===== src/hw/bcd_op_regs.vh =====
// Purpose: constants for the opcode timing decoder
// Assumes: standard 8051 opcode map, single-clock cycle counting
// Notes: widths for byte lengths and cycle counts, instruction class codes
`ifndef BCD_OP_REGS_VH
`define BCD_OP_REGS_VH

// --------------------------------------------------
// widths
// --------------------------------------------------
`define BCD_OPC_W 8
`define BCD_LEN_W 2
`define BCD_CYC_W 4
`define BCD_PC_W 16

// --------------------------------------------------
// instruction class codes
// --------------------------------------------------
`define BCD_CLS_UNK 4'h0
`define BCD_CLS_ARITH 4'h1
`define BCD_CLS_INCDEC 4'h2
`define BCD_CLS_LOGIC 4'h3
`define BCD_CLS_ACCOP 4'h4
`define BCD_CLS_MOV 4'h5
`define BCD_CLS_DPLOAD 4'h6
`define BCD_CLS_CODEMOV 4'h7
`define BCD_CLS_XDMOV 4'h8
`define BCD_CLS_STACK 4'h9
`define BCD_CLS_XCH 4'hA
`define BCD_CLS_NIBXCH 4'hB

// --------------------------------------------------
// direct address space split
// --------------------------------------------------
`define BCD_SFR_BASE 8'h80

// --------------------------------------------------
// reset values
// --------------------------------------------------
`define BCD_PC_RST 16'h0000
`endif


===== src/hw/bcd_op_sequencer.v =====
// Purpose: instruction sequencer paced by the opcode timing table
// Assumes: opcode byte is valid on opcode while fetchReq is high
// Notes: one system clock per counted cycle, no machine-cycle grouping
`include "bcd_op_regs.vh"

module bcd_op_sequencer #(
    parameter PC_W = 16 // program counter width
) (
    input wire clk,
    input wire rst,
    input wire [7:0] opcode,
    input wire [7:0] operand1,
    input wire [1:0] bankSel,
    input wire flashWriteEn,
    input wire [7:0] accIn,
    input wire [7:0] ramIn,
    output reg [PC_W-1:0] pc_q,
    output wire fetchReq,
    output reg [1:0] lenOut_q,
    output reg [3:0] cycOut_q,
    output reg [3:0] classOut_q,
    output reg unknownOp_q,
    output reg directIsSfr_q,
    output reg [4:0] bankRegAddr_q,
    output reg flashTarget_q,
    output reg xdWide_q,
    output reg [7:0] nibAccOut_q,
    output reg [7:0] nibRamOut_q
);
    // --------------------------------------------------
    // state encoding, one-hot
    // --------------------------------------------------
    localparam ST_FETCH = 2'b01; // opcode being taken
    localparam ST_EXEC = 2'b10;  // counting execution cycles

    reg [1:0] state_q;
    reg [3:0] cnt_q;       // cycles left in current instruction
    reg [1:0] pendLen_q;   // bytes to add at completion

    // --------------------------------------------------
    // lookup table
    // --------------------------------------------------
    wire [1:0] tLen;
    wire [3:0] tCyc;
    wire [3:0] tCls;
    wire tKnown;

    bcd_op_table uTable (
        .opcode(opcode),
        .byteLen(tLen),
        .cycleCnt(tCyc),
        .opClass(tCls),
        .known(tKnown)
    );

    // fetch handshake is combinational on state
    assign fetchReq = state_q[0];

    // --------------------------------------------------
    // sequencer: counts each clock as one cycle
    // --------------------------------------------------
    always @(posedge clk or posedge rst) begin
        if (rst) begin
            state_q <= ST_FETCH;
            cnt_q <= 4'h0;
            pendLen_q <= 2'h0;
            pc_q <= {PC_W{1'b0}};
            lenOut_q <= 2'h0;
            cycOut_q <= 4'h0;
            classOut_q <= 4'h0;
            unknownOp_q <= 1'b0;
            directIsSfr_q <= 1'b0;
            bankRegAddr_q <= 5'h00;
            flashTarget_q <= 1'b0;
            xdWide_q <= 1'b0;
            nibAccOut_q <= 8'h00;
            nibRamOut_q <= 8'h00;
        end else begin
            case (state_q)
                ST_FETCH: begin
                    lenOut_q <= tLen;
                    cycOut_q <= tCyc;
                    classOut_q <= tCls;
                    unknownOp_q <= ~tKnown;
                    // direct address split
                    directIsSfr_q <= (operand1 >= `BCD_SFR_BASE);
                    // bank register in active bank
                    bankRegAddr_q <= {bankSel, opcode[2:0]};
                    // external move: flash or external data
                    flashTarget_q <= (tCls == `BCD_CLS_XDMOV) & flashWriteEn;
                    xdWide_q <= (tCls == `BCD_CLS_XDMOV) & ~opcode[1];
                    // low nibble swap only
                    if (tCls == `BCD_CLS_NIBXCH) begin
                        nibAccOut_q <= {accIn[7:4], ramIn[3:0]};
                        nibRamOut_q <= {ramIn[7:4], accIn[3:0]};
                    end
                    pendLen_q <= tLen;
                    // one clock already spent
                    if (tCyc == 4'd1) begin
                        pc_q <= pc_q + {{(PC_W-2){1'b0}}, tLen};
                    end else begin
                        cnt_q <= tCyc - 4'd1;
                        state_q <= ST_EXEC;
                    end
                end
                ST_EXEC: begin
                    // hold off next fetch until count elapses
                    if (cnt_q == 4'd1) begin
                        pc_q <= pc_q + {{(PC_W-2){1'b0}}, pendLen_q};
                        state_q <= ST_FETCH;
                    end
                    cnt_q <= cnt_q - 4'd1;
                end
                default: begin
                    state_q <= ST_FETCH;
                end
            endcase
        end
    end
endmodule


===== src/hw/bcd_op_table.v =====
// Purpose: combinational length and cycle lookup per opcode
// Assumes: opcode is the first instruction byte
// Notes: unknown opcodes report length 1, cycles 1, known low
`include "bcd_op_regs.vh"

module bcd_op_table (
    input wire [7:0] opcode,
    output reg [1:0] byteLen,
    output reg [3:0] cycleCnt,
    output reg [3:0] opClass,
    output reg known
);
    // --------------------------------------------------
    // decode by row (high nibble) and column (low nibble)
    // --------------------------------------------------
    wire [3:0] hi = opcode[7:4];
    wire [3:0] lo = opcode[3:0];
    wire isBank = lo[3];                 // bank register columns 8..F
    wire isInd = (lo == 4'h6) || (lo == 4'h7); // indirect pointer register

    // lookup; one case per row keeps the table readable
    always @* begin
        byteLen = 2'd1;
        cycleCnt = 4'd1;
        opClass = `BCD_CLS_UNK;
        known = 1'b0;
        case (hi)
            4'h2, 4'h3, 4'h9: begin // add, add_with_carry, subtract_with_borrow
                if (lo >= 4'h4) begin
                    known = 1'b1;
                    opClass = `BCD_CLS_ARITH;
                    // register 1/1, indirect 1/2, direct or immediate 2/2
                    if (isBank) begin
                        byteLen = 2'd1; cycleCnt = 4'd1;
                    end else if (isInd) begin
                        byteLen = 2'd1; cycleCnt = 4'd2;
                    end else begin
                        byteLen = 2'd2; cycleCnt = 4'd2;
                    end
                end
            end
            4'h0, 4'h1: begin // increment, decrement
                if (lo >= 4'h4) begin
                    known = 1'b1;
                    opClass = `BCD_CLS_INCDEC;
                    // accumulator and bank forms 1/1
                    if (isBank || lo == 4'h4) begin
                        byteLen = 2'd1; cycleCnt = 4'd1;
                    end else if (isInd) begin
                        byteLen = 2'd1; cycleCnt = 4'd2;
                    end else begin
                        byteLen = 2'd2; cycleCnt = 4'd2;
                    end
                end
            end
            4'h4, 4'h5, 4'h6: begin // or_operation, and_operation, exclusive_or_operation
                if (lo >= 4'h2) begin
                    known = 1'b1;
                    opClass = `BCD_CLS_LOGIC;
                    // into direct: from accumulator 2/2, from immediate 3/3
                    if (lo == 4'h3) begin
                        byteLen = 2'd3; cycleCnt = 4'd3;
                    end else if (isBank) begin
                        byteLen = 2'd1; cycleCnt = 4'd1;
                    end else if (isInd) begin
                        byteLen = 2'd1; cycleCnt = 4'd2;
                    end else begin
                        byteLen = 2'd2; cycleCnt = 4'd2;
                    end
                end
            end
            4'h7: begin // immediate moves, move to indirect; 0x70 etc are branches
                if (lo == 4'h4 || lo >= 4'h6) begin
                    known = 1'b1;
                    opClass = `BCD_CLS_MOV;
                    byteLen = 2'd2; cycleCnt = 4'd2;
                end else if (lo == 4'h5) begin
                    known = 1'b1;
                    opClass = `BCD_CLS_MOV;
                    byteLen = 2'd3; cycleCnt = 4'd3;
                end
            end
            4'h8: begin
                if (lo == 4'h3) begin
                    known = 1'b1;
                    opClass = `BCD_CLS_CODEMOV;
                    byteLen = 2'd1; cycleCnt = 4'd3;
                end else if (lo == 4'h5) begin
                    known = 1'b1;
                    opClass = `BCD_CLS_MOV;
                    byteLen = 2'd3; cycleCnt = 4'd3;
                end else if (lo >= 4'h6) begin
                    known = 1'b1;
                    opClass = `BCD_CLS_MOV;
                    byteLen = 2'd2; cycleCnt = 4'd2;
                end
            end
            4'hA: begin
                if (lo == 4'h3) begin
                    known = 1'b1;
                    opClass = `BCD_CLS_INCDEC;
                    byteLen = 2'd1; cycleCnt = 4'd1;
                end else if (lo >= 4'h6) begin
                    known = 1'b1;
                    opClass = `BCD_CLS_MOV;
                    byteLen = 2'd2; cycleCnt = 4'd2;
                end
            end
            default: begin
                known = 1'b0;
            end
        endcase
        // single-opcode forms outside the row pattern
        case (opcode)
            8'h90: begin
                known = 1'b1; opClass = `BCD_CLS_DPLOAD;
                byteLen = 2'd3; cycleCnt = 4'd3;
            end
            8'h93: begin
                known = 1'b1; opClass = `BCD_CLS_CODEMOV;
                byteLen = 2'd1; cycleCnt = 4'd3;
            end
            8'hE0, 8'hE2, 8'hE3, 8'hF0, 8'hF2, 8'hF3: begin
                known = 1'b1; opClass = `BCD_CLS_XDMOV;
                byteLen = 2'd1; cycleCnt = 4'd3;
            end
            8'hC0, 8'hD0: begin
                known = 1'b1; opClass = `BCD_CLS_STACK;
                byteLen = 2'd2; cycleCnt = 4'd2;
            end
            8'hE4, 8'h23, 8'h33, 8'h03, 8'h13, 8'hC4: begin
                known = 1'b1; opClass = `BCD_CLS_ACCOP;
                byteLen = 2'd1; cycleCnt = 4'd1;
            end
            8'hC5: begin
                known = 1'b1; opClass = `BCD_CLS_XCH;
                byteLen = 2'd2; cycleCnt = 4'd2;
            end
            8'hC6, 8'hC7: begin
                known = 1'b1; opClass = `BCD_CLS_XCH;
                byteLen = 2'd1; cycleCnt = 4'd2;
            end
            8'hD6, 8'hD7: begin
                known = 1'b1; opClass = `BCD_CLS_NIBXCH;
                byteLen = 2'd1; cycleCnt = 4'd2;
            end
            8'hE5, 8'hF5, 8'hE6, 8'hE7, 8'hF6, 8'hF7: begin
                known = 1'b1; opClass = `BCD_CLS_MOV;
                byteLen = (opcode[2:0] == 3'h5) ? 2'd2 : 2'd1;
                cycleCnt = (opcode[2:0] == 3'h5) ? 4'd2 : 4'd2;
            end
            default: begin
                if (hi == 4'hC && isBank) begin
                    known = 1'b1; opClass = `BCD_CLS_XCH;
                    byteLen = 2'd1; cycleCnt = 4'd1;
                end else if ((hi == 4'hE || hi == 4'hF) && isBank) begin
                    known = 1'b1; opClass = `BCD_CLS_MOV;
                    byteLen = 2'd1; cycleCnt = 4'd1;
                end
            end
        endcase
    end
endmodule


===== config.mk =====
export PLATFORM = sky130hd
export DESIGN_NAME = bcd_op_sequencer
export DESIGN_NICKNAME = d
export VERILOG_FILES = /design/src/hw/bcd_op_sequencer.v /design/src/hw/bcd_op_table.v
export VERILOG_INCLUDE_DIRS = /design/src /design/src/hw
export SDC_FILE = /design/constraint.sdc
export NUM_CORES = 1
export LEC_CHECK = 0
export ABC_AREA = 1
export BUFFER_PORTS_ARGS = -buffer_cell sky130_fd_sc_hd__buf_2
export CORE_UTILIZATION = 45
export DETAILED_ROUTE_END_ITERATION = 10
export HOLD_SLACK_MARGIN = 0.05
export PLACE_DENSITY = 0.7
export SETUP_SLACK_MARGIN = 0.15
export SYNTH_ARGS = -nofsm -noshare
export SYNTH_HDL_FRONTEND = slang
export SYNTH_SLANG_ARGS = --single-unit

===== constraint.sdc =====
create_clock -name clk -period 4.5 [get_ports clk]
set_clock_uncertainty 0.15 [all_clocks]
set_input_delay 1.35 -clock clk [delete_from_list [all_inputs] [get_ports clk]]
set_output_delay 1.35 -clock clk [all_outputs]
set_load 0.005 [all_outputs]

Yosys cells after proc, flatten, opt, wreduce, memory -nomap -nowiden
Cells that the tools add are included.
Storage, ports and cells
  word-level logic and storage cells: 174
  register bits after elaboration: 57
Operators by class
  reduce and logical (&&, ||, !) cells: 27
  $lt $le $gt $ge: 4
  multiplexer cells: 67
  bitwise gates (word level): 4
  equality and inequality tests: 55
  $add $sub $neg: 4
Operators with widths (number)
  $eq 8x8->1 const B: 23
  $mux 4: 14
  $mux 2: 26
  $pmux 4 s6: 2
  $add 16x2->16: 2
  $eq 4x3->1 const B: 8
  $eq 4x4->1 const B: 8
  $mux 16: 2
  $pmux 16 s2: 1
  $pmux 4 s8: 1
  $reduce_or 27->1: 1
  $reduce_or 6->1: 3
  $reduce_or 17->1: 1
  $eq 8x6->1 const B: 2
  $reduce_or 13->1: 1
  $eq 4x1->1 const B: 3
  $eq 4x2->1 const B: 3
  $mux 1: 12
  $pmux 2 s6: 1
  $pmux 4 s3: 1
  $reduce_or 3->1: 4
  $mux 3: 3
  $eq 8x2->1 const B: 1
  $eq 8x5->1 const B: 1
  23 further kinds: 37

Depth between registers and ports, before layout
  word-level depth: 13
  depth in mapped cells: 19
  gate-level depth less buffers: 18

Hierarchy
From an unflattened synthesis, not the netlist that was laid out.
Unflattened totals
  cell total of the unflattened synthesis: 510
  area, all modules: 3513.4 um^2
By module, submodules not included
  bcd_op_sequencer: cells each 347, instances 1, seq. area each 1427.6 um^2, area an instance 2792.7 um^2
  bcd_op_table: cells each 163, instances 1, seq. area each 0.0 um^2, area an instance 720.7 um^2

Worst setup path before layout
OpenSTA, ideal clock, no wires.
  path kind: input-to-reg
  start point: input opcode[1]
  end point: register pc_q[14]
  buffers on the path: 1
  required time: 4271 ps
  library setup time: 79 ps
  cell stages on the path: 17
  arrival: 3514 ps
  setup slack: 756 ps
  path through: buf_6 nor2_1 nor2_2 nand3_1 nand3_2 o21ai_0 nand3_1 nand2_1 ha_1 inv_1 fa_1 inv_1 nand4_1 nor2_2 nand2_1 nor2_1 xor2_1
On the way
  longest elaborated chain between the ends: 13
RTL lines
  start: declaration: RTL line bcd_op_sequencer.v:11  | input wire [7:0] opcode,
  $eq 4x3->1: RTL line bcd_op_table.v:19  | wire isInd = (lo == 4'h6) || (lo == 4'h7);
  $logic_or 1x1->1: RTL line bcd_op_table.v:19
  $mux 2: RTL line bcd_op_table.v:35, bcd_op_table.v:49, bcd_op_table.v:65
  $mux 2: RTL line bcd_op_table.v:63  | end else if (isBank) begin
  $mux 2: RTL line bcd_op_table.v:61  | if (lo == 4'h3) begin
  $mux 2: RTL line bcd_op_table.v:57  | if (lo >= 4'h2) begin
  $pmux 2 s6: RTL line bcd_op_table.v:27  | case (hi)
  $mux 2: RTL line bcd_op_table.v:156  | end else if ((hi == 4'hE || hi == 4'hF) && isBank) begin
  $mux 2: RTL line bcd_op_table.v:153  | if (hi == 4'hC && isBank) begin
  $pmux 2 s4: RTL line bcd_op_table.v:114  | case (opcode)
  $add 16x2->16: RTL line bcd_op_sequencer.v:100  | pc_q <= pc_q + {{(PC_W-2){1'b0}}, tLen};
  $mux 16: RTL line bcd_op_sequencer.v:99  | if (tCyc == 4'd1) begin
  $pmux 16 s2: RTL line bcd_op_sequencer.v:79  | case (state_q)
  end signal: assignment: RTL line bcd_op_sequencer.v:67  | pc_q <= {PC_W{1'b0}};
  end signal: assignment: RTL line bcd_op_sequencer.v:100
  end signal: assignment: RTL line bcd_op_sequencer.v:109  | pc_q <= pc_q + {{(PC_W-2){1'b0}}, pendLen_q};
  end: declaration: RTL line bcd_op_sequencer.v:17  | output reg [PC_W-1:0] pc_q,
Several ways; a longest one is shown, not always the timed one. The select of a mux whose other input is x is not followed.
A chain may end at the register's enable or synchronous reset.

Worst setup path in the final report
Same ends and word-level chain as after synthesis.

==> impl_results.rst <==
.. list-table::
   :header-rows: 1

   * - Metric
     - Value
   * - Run status
     - finished, final reports clean
   * - Wire length of the first global-routing pass
     - about 13,000 µm
   * - Critical path fanouts, max
     - 10
   * - Overall power consumption
     - ~1.6 mW
   * - Worst VDD drop
     - between 0.00015 and 0.0002 V
   * - Antenna Violating Nets Remaining
     - 0
   * - Async set-reset flop share out of synthesis
     - 1.00
   * - Most common cell after layout, fill and taps aside
     - sky130_fd_sc_hd__nand2_1
   * - Max cap viols
     - 0
   * - Area grow syn2layout
     - 17.3%
   * - Antenna diode count
     - 0
   * - Area of the core
     - between 6000 and 7000 µm²
   * - Post-route fraction of the period consumed by the critical path
     - 0.859
   * - Required @ worst endpoint
     - roughly 4.6 ns
   * - Setup TNS
     - 0 ns
   * - Area of the die
     - 7490 µm²
   * - Overall overflow remaining after global route
     - 0
   * - Synthesized-area fraction occupied by ao, oa, aoi and oai cells
     - 0.0576
   * - Routability congestion estimate
     - between 0.9 and 1
   * - Met3 routed wirelength
     - roughly 440 µm
   * - Global-route total usage across every layer
     - 0.222
   * - Detail-routed net length per standard cell
     - 12.6 µm
   * - Xor and xnor area share after synthesis
     - 0.0354
   * - Rel. slew slack
     - 0.336
   * - Cell repeated most along the worst path
     - sky130_fd_sc_hd__nand2_1
   * - RSZ-0062 raised after global routing
     - no
   * - Measured slew at the worst slew-check pin
     - 0.995 ns
   * - Leading post-synthesis cells by cell area
     - sky130_fd_sc_hd__dfrtp_1, sky130_fd_sc_hd__nand2_1, sky130_fd_sc_hd__nand3_1
   * - Antenna violations before repair
     - 0
   * - Post-synthesis instance total
     - 446
   * - Top sig layer
     - met4
   * - EDFF count, synth
     - 0
   * - Critical-path cell with the highest stage delay
     - sky130_fd_sc_hd__fa_1
   * - Worst setup slack before clock tree synthesis
     - between 0.3 and 0.4 ns
   * - First-pass DRT Iterations
     - 4
   * - Detailed-route wire length
     - ~7800 µm
   * - Number of global-route vias before repair
     - roughly 2,900
   * - Crit start category
     - primary input
   * - Die Wd
     - a little under 90 µm
   * - Number of violations reported at the end of detailed-routing iteration 0
     - ~140
   * - Share of post-route cells with drive strength above 1
     - 0.208
   * - Die H
     - 86.5 µm
   * - Final-report max-slew violation count
     - 0
   * - Power per Cell Area
     - ~440 nW/µm²
   * - Met2 wirelength from detailed routing
     - 3470 µm
   * - Final instance area
     - 3770 µm²
   * - Clk pin slew, worst setup/hold paths
     - between 0.1 and 0.15 ns
   * - Vias after detailed routing
     - roughly 3,100
   * - Clk Tree Root Cell
     - sky130_fd_sc_hd__clkbuf_8
   * - Unique masters post-synth
     - 30
   * - Post-Syn Area
     - around 3200 µm²
   * - Detailed placer's ending HPWL
     - approximately 6000 µm
   * - # DRC
     - 0
   * - # fillers
     - between 600 and 700
   * - CTS tree
     - yes
   * - Commonest cells after routing, fill and taps aside
     - sky130_fd_sc_hd__nand2_1, sky130_fd_sc_hd__buf_2, sky130_fd_sc_hd__dfrtp_1
   * - Final setup fails
     - 0
   * - Non-filler instance count after layout
     - approximately 620
   * - Detailed-routing wirelength on met1
     - 3830 µm
   * - Seq/Total Area, Yosys
     - 0.428
   * - Dominant cell type by area after synthesis
     - sky130_fd_sc_hd__dfrtp_1
   * - Total placed instance area
     - 3680 µm²
   * - Area share of fa/ha/maj cells after synthesis
     - 0.0296
   * - Num rows
     - 30
   * - Quantity of gates resized following cts
     - 0
   * - Number of buffers inserted during clock tree synthesis
     - 5
   * - Ports placed on the boundary
     - a little under 90
   * - Input/output buffers
     - roughly 80
   * - Initial standard-cell utilization of the core
     - 0.471
   * - Post-synth top flop
     - sky130_fd_sc_hd__dfrtp_1
   * - Number of vias per cell after detailed routing
     - just under 5
   * - Mean area per synthesized cell
     - 7.21 µm²
   * - Upper clock frequency limit
     - between 200 and 300 MHz
   * - Yosys reg bits
     - between 50 and 60
   * - Max Buffers Root-to-Sink
     - 2
   * - Critical path's largest stage delay
     - between 0.3 and 0.4 ns
   * - Area share of and/or/nand/nor cells after synthesis
     - 0.376
   * - Cells along the critical path
     - buf_2 -> inv_1 -> nand2_1 -> nor2_2 -> nand2_1 -> nand3_2 -> o21ai_0 -> nand3_1 -> nand2_1 -> ha_1 -> inv_1 -> fa_1 -> inv_1 -> nand4_1 -> nor2_2 -> nand2_1 -> nor2_1 -> xor2_1
   * - Yosys warning count
     - 0
   * - Endpoint arrival time on the critical path
     - 3.96 ns
   * - Final worst setup slack
     - approximately 0.63 ns
   * - Clock latency on the worst-skew pair
     - ~0.31 ns
   * - WS Path Type
     - primary input to register
   * - Total Nets Final
     - 568
   * - Top cell type's share of synthesized area
     - 0.420
   * - Final hold vios
     - 0
   * - Dominant combinational cell family by area after synthesis
     - simple AND/OR/NAND/NOR gates
   * - # H-tree levels
     - 2
   * - Post-route minimum period
     - ~3.9 ns
   * - Proportion of synthesized area in mux cells
     - 0
   * - Hold-fix buffer count after cts
     - 0
   * - Number of sinks driven by the clock tree
     - between 50 and 60
   * - Placed Cells incl. Taps
     - ~610
   * - Maximum number of pins on one net before global-route repair
     - 46
   * - Path category of the worst min-delay check
     - register to register
   * - Critical path's top delay family
     - simple AND/OR/NAND/NOR gates
   * - Leak pwr
     - approximately 2.2 nW
   * - Bufs and invs on worst path
     - 4
   * - Setup repair bufs after CTS
     - 0
   * - Worst Setup End Kind
     - register
-- Yosys cell counts, types with 3 or more instances --
master                     instances
sky130_fd_sc_hd__xor2_1            5
sky130_fd_sc_hd__inv_1            37
sky130_fd_sc_hd__a21oi_1          11
sky130_fd_sc_hd__nand3_1          52
sky130_fd_sc_hd__o21ai_0          16
sky130_fd_sc_hd__nor2_1           49
sky130_fd_sc_hd__nand2_1         158
sky130_fd_sc_hd__clkbuf_1          4
sky130_fd_sc_hd__buf_4             5
sky130_fd_sc_hd__nand4_1           9
sky130_fd_sc_hd__nor2_2            6
sky130_fd_sc_hd__xnor2_1           8
sky130_fd_sc_hd__ha_1              6
sky130_fd_sc_hd__dfrtp_1          54
sky130_fd_sc_hd__nand2_2           3
-- registers in the layout, summed over array words and instances (netlist names), 4 cells and up --
name / count
bankRegAddr_q: 5
classOut_q: 4
cnt_q: 4
nibAccOut_q: 8
nibRamOut_q: 8
pc_q: 16
-- final cells by class --
cell class                 count  area (µm²)  area share
clock buffer                   5        68.8      0.0182
clock inverter                 3        22.5     0.00597
inverter                      39         146      0.0388
multi-input combinational    340        1610       0.427
sequential                    55        1380       0.365
tap                           96         120      0.0319
timing repair buffer          83         425       0.113
-- where the power goes --
part           switching, mW  internal, mW
Clock                  0.168         0.112
Combinational          0.397         0.240
Sequential            0.0916         0.636
Total                  0.657         0.988
-- metal layers --
layer  up-vias  track usage
met4         0       0.0500
met5         -            0
li1       1572            -
met2        88        0.369
met3         7       0.0362
met1      1408        0.304
-- worst paths after layout --
check / start / endpoint / slack, ns / depth (start not counted)
hold / removal: nibAccOut_q[0] / nibAccOut_q[0] / 0.32 / 2
setup reg to reg: state_q[0] / pc_q[14] / 1.87 / 14
min in group asynchronous: rst / nibRamOut_q[0] / 1.09 / 2
setup / recovery: opcode[1] / pc_q[14] / 0.63 / 18
hold reg to reg: nibAccOut_q[0] / nibAccOut_q[0] / 0.32 / 2
max in group asynchronous: rst / nibAccOut_q[4] / 2.38 / 3
-- cells by family (layout without fill, tap and decap cells) --
group	after synthesis	in the layout
other cells	1	2
fa+ha+maj	7	7
simple gates	284	284
xor+xnor	13	13
compound gates	34	34
flops	55	55
buf+inv	52	130
-- worst register-to-register path, stage by stage (launching register included) --
cell and delay (ns):
sky130_fd_sc_hd__dfstp_2 0.39, sky130_fd_sc_hd__inv_1 0.04, sky130_fd_sc_hd__nand2_1 0.17, sky130_fd_sc_hd__inv_1 0.27, sky130_fd_sc_hd__nand2_1 0.08, sky130_fd_sc_hd__nand2_1 0.07, sky130_fd_sc_hd__ha_1 0.16, sky130_fd_sc_hd__inv_1 0.05
sky130_fd_sc_hd__fa_1 0.38, sky130_fd_sc_hd__inv_1 0.10, sky130_fd_sc_hd__nand4_1 0.11, sky130_fd_sc_hd__nor2_2 0.20, sky130_fd_sc_hd__nand2_1 0.11, sky130_fd_sc_hd__nor2_1 0.12, sky130_fd_sc_hd__xor2_1 0.16
-- through the flow --
stage,hold slack [ns],utilization
floorplan,0.315,-
global placement,0.300,0.539
detailed placement,0.304,0.539
CTS,0.329,0.552
global route,0.345,0.552
finish,0.325,0.552
(Power assumes the default switching activity.)
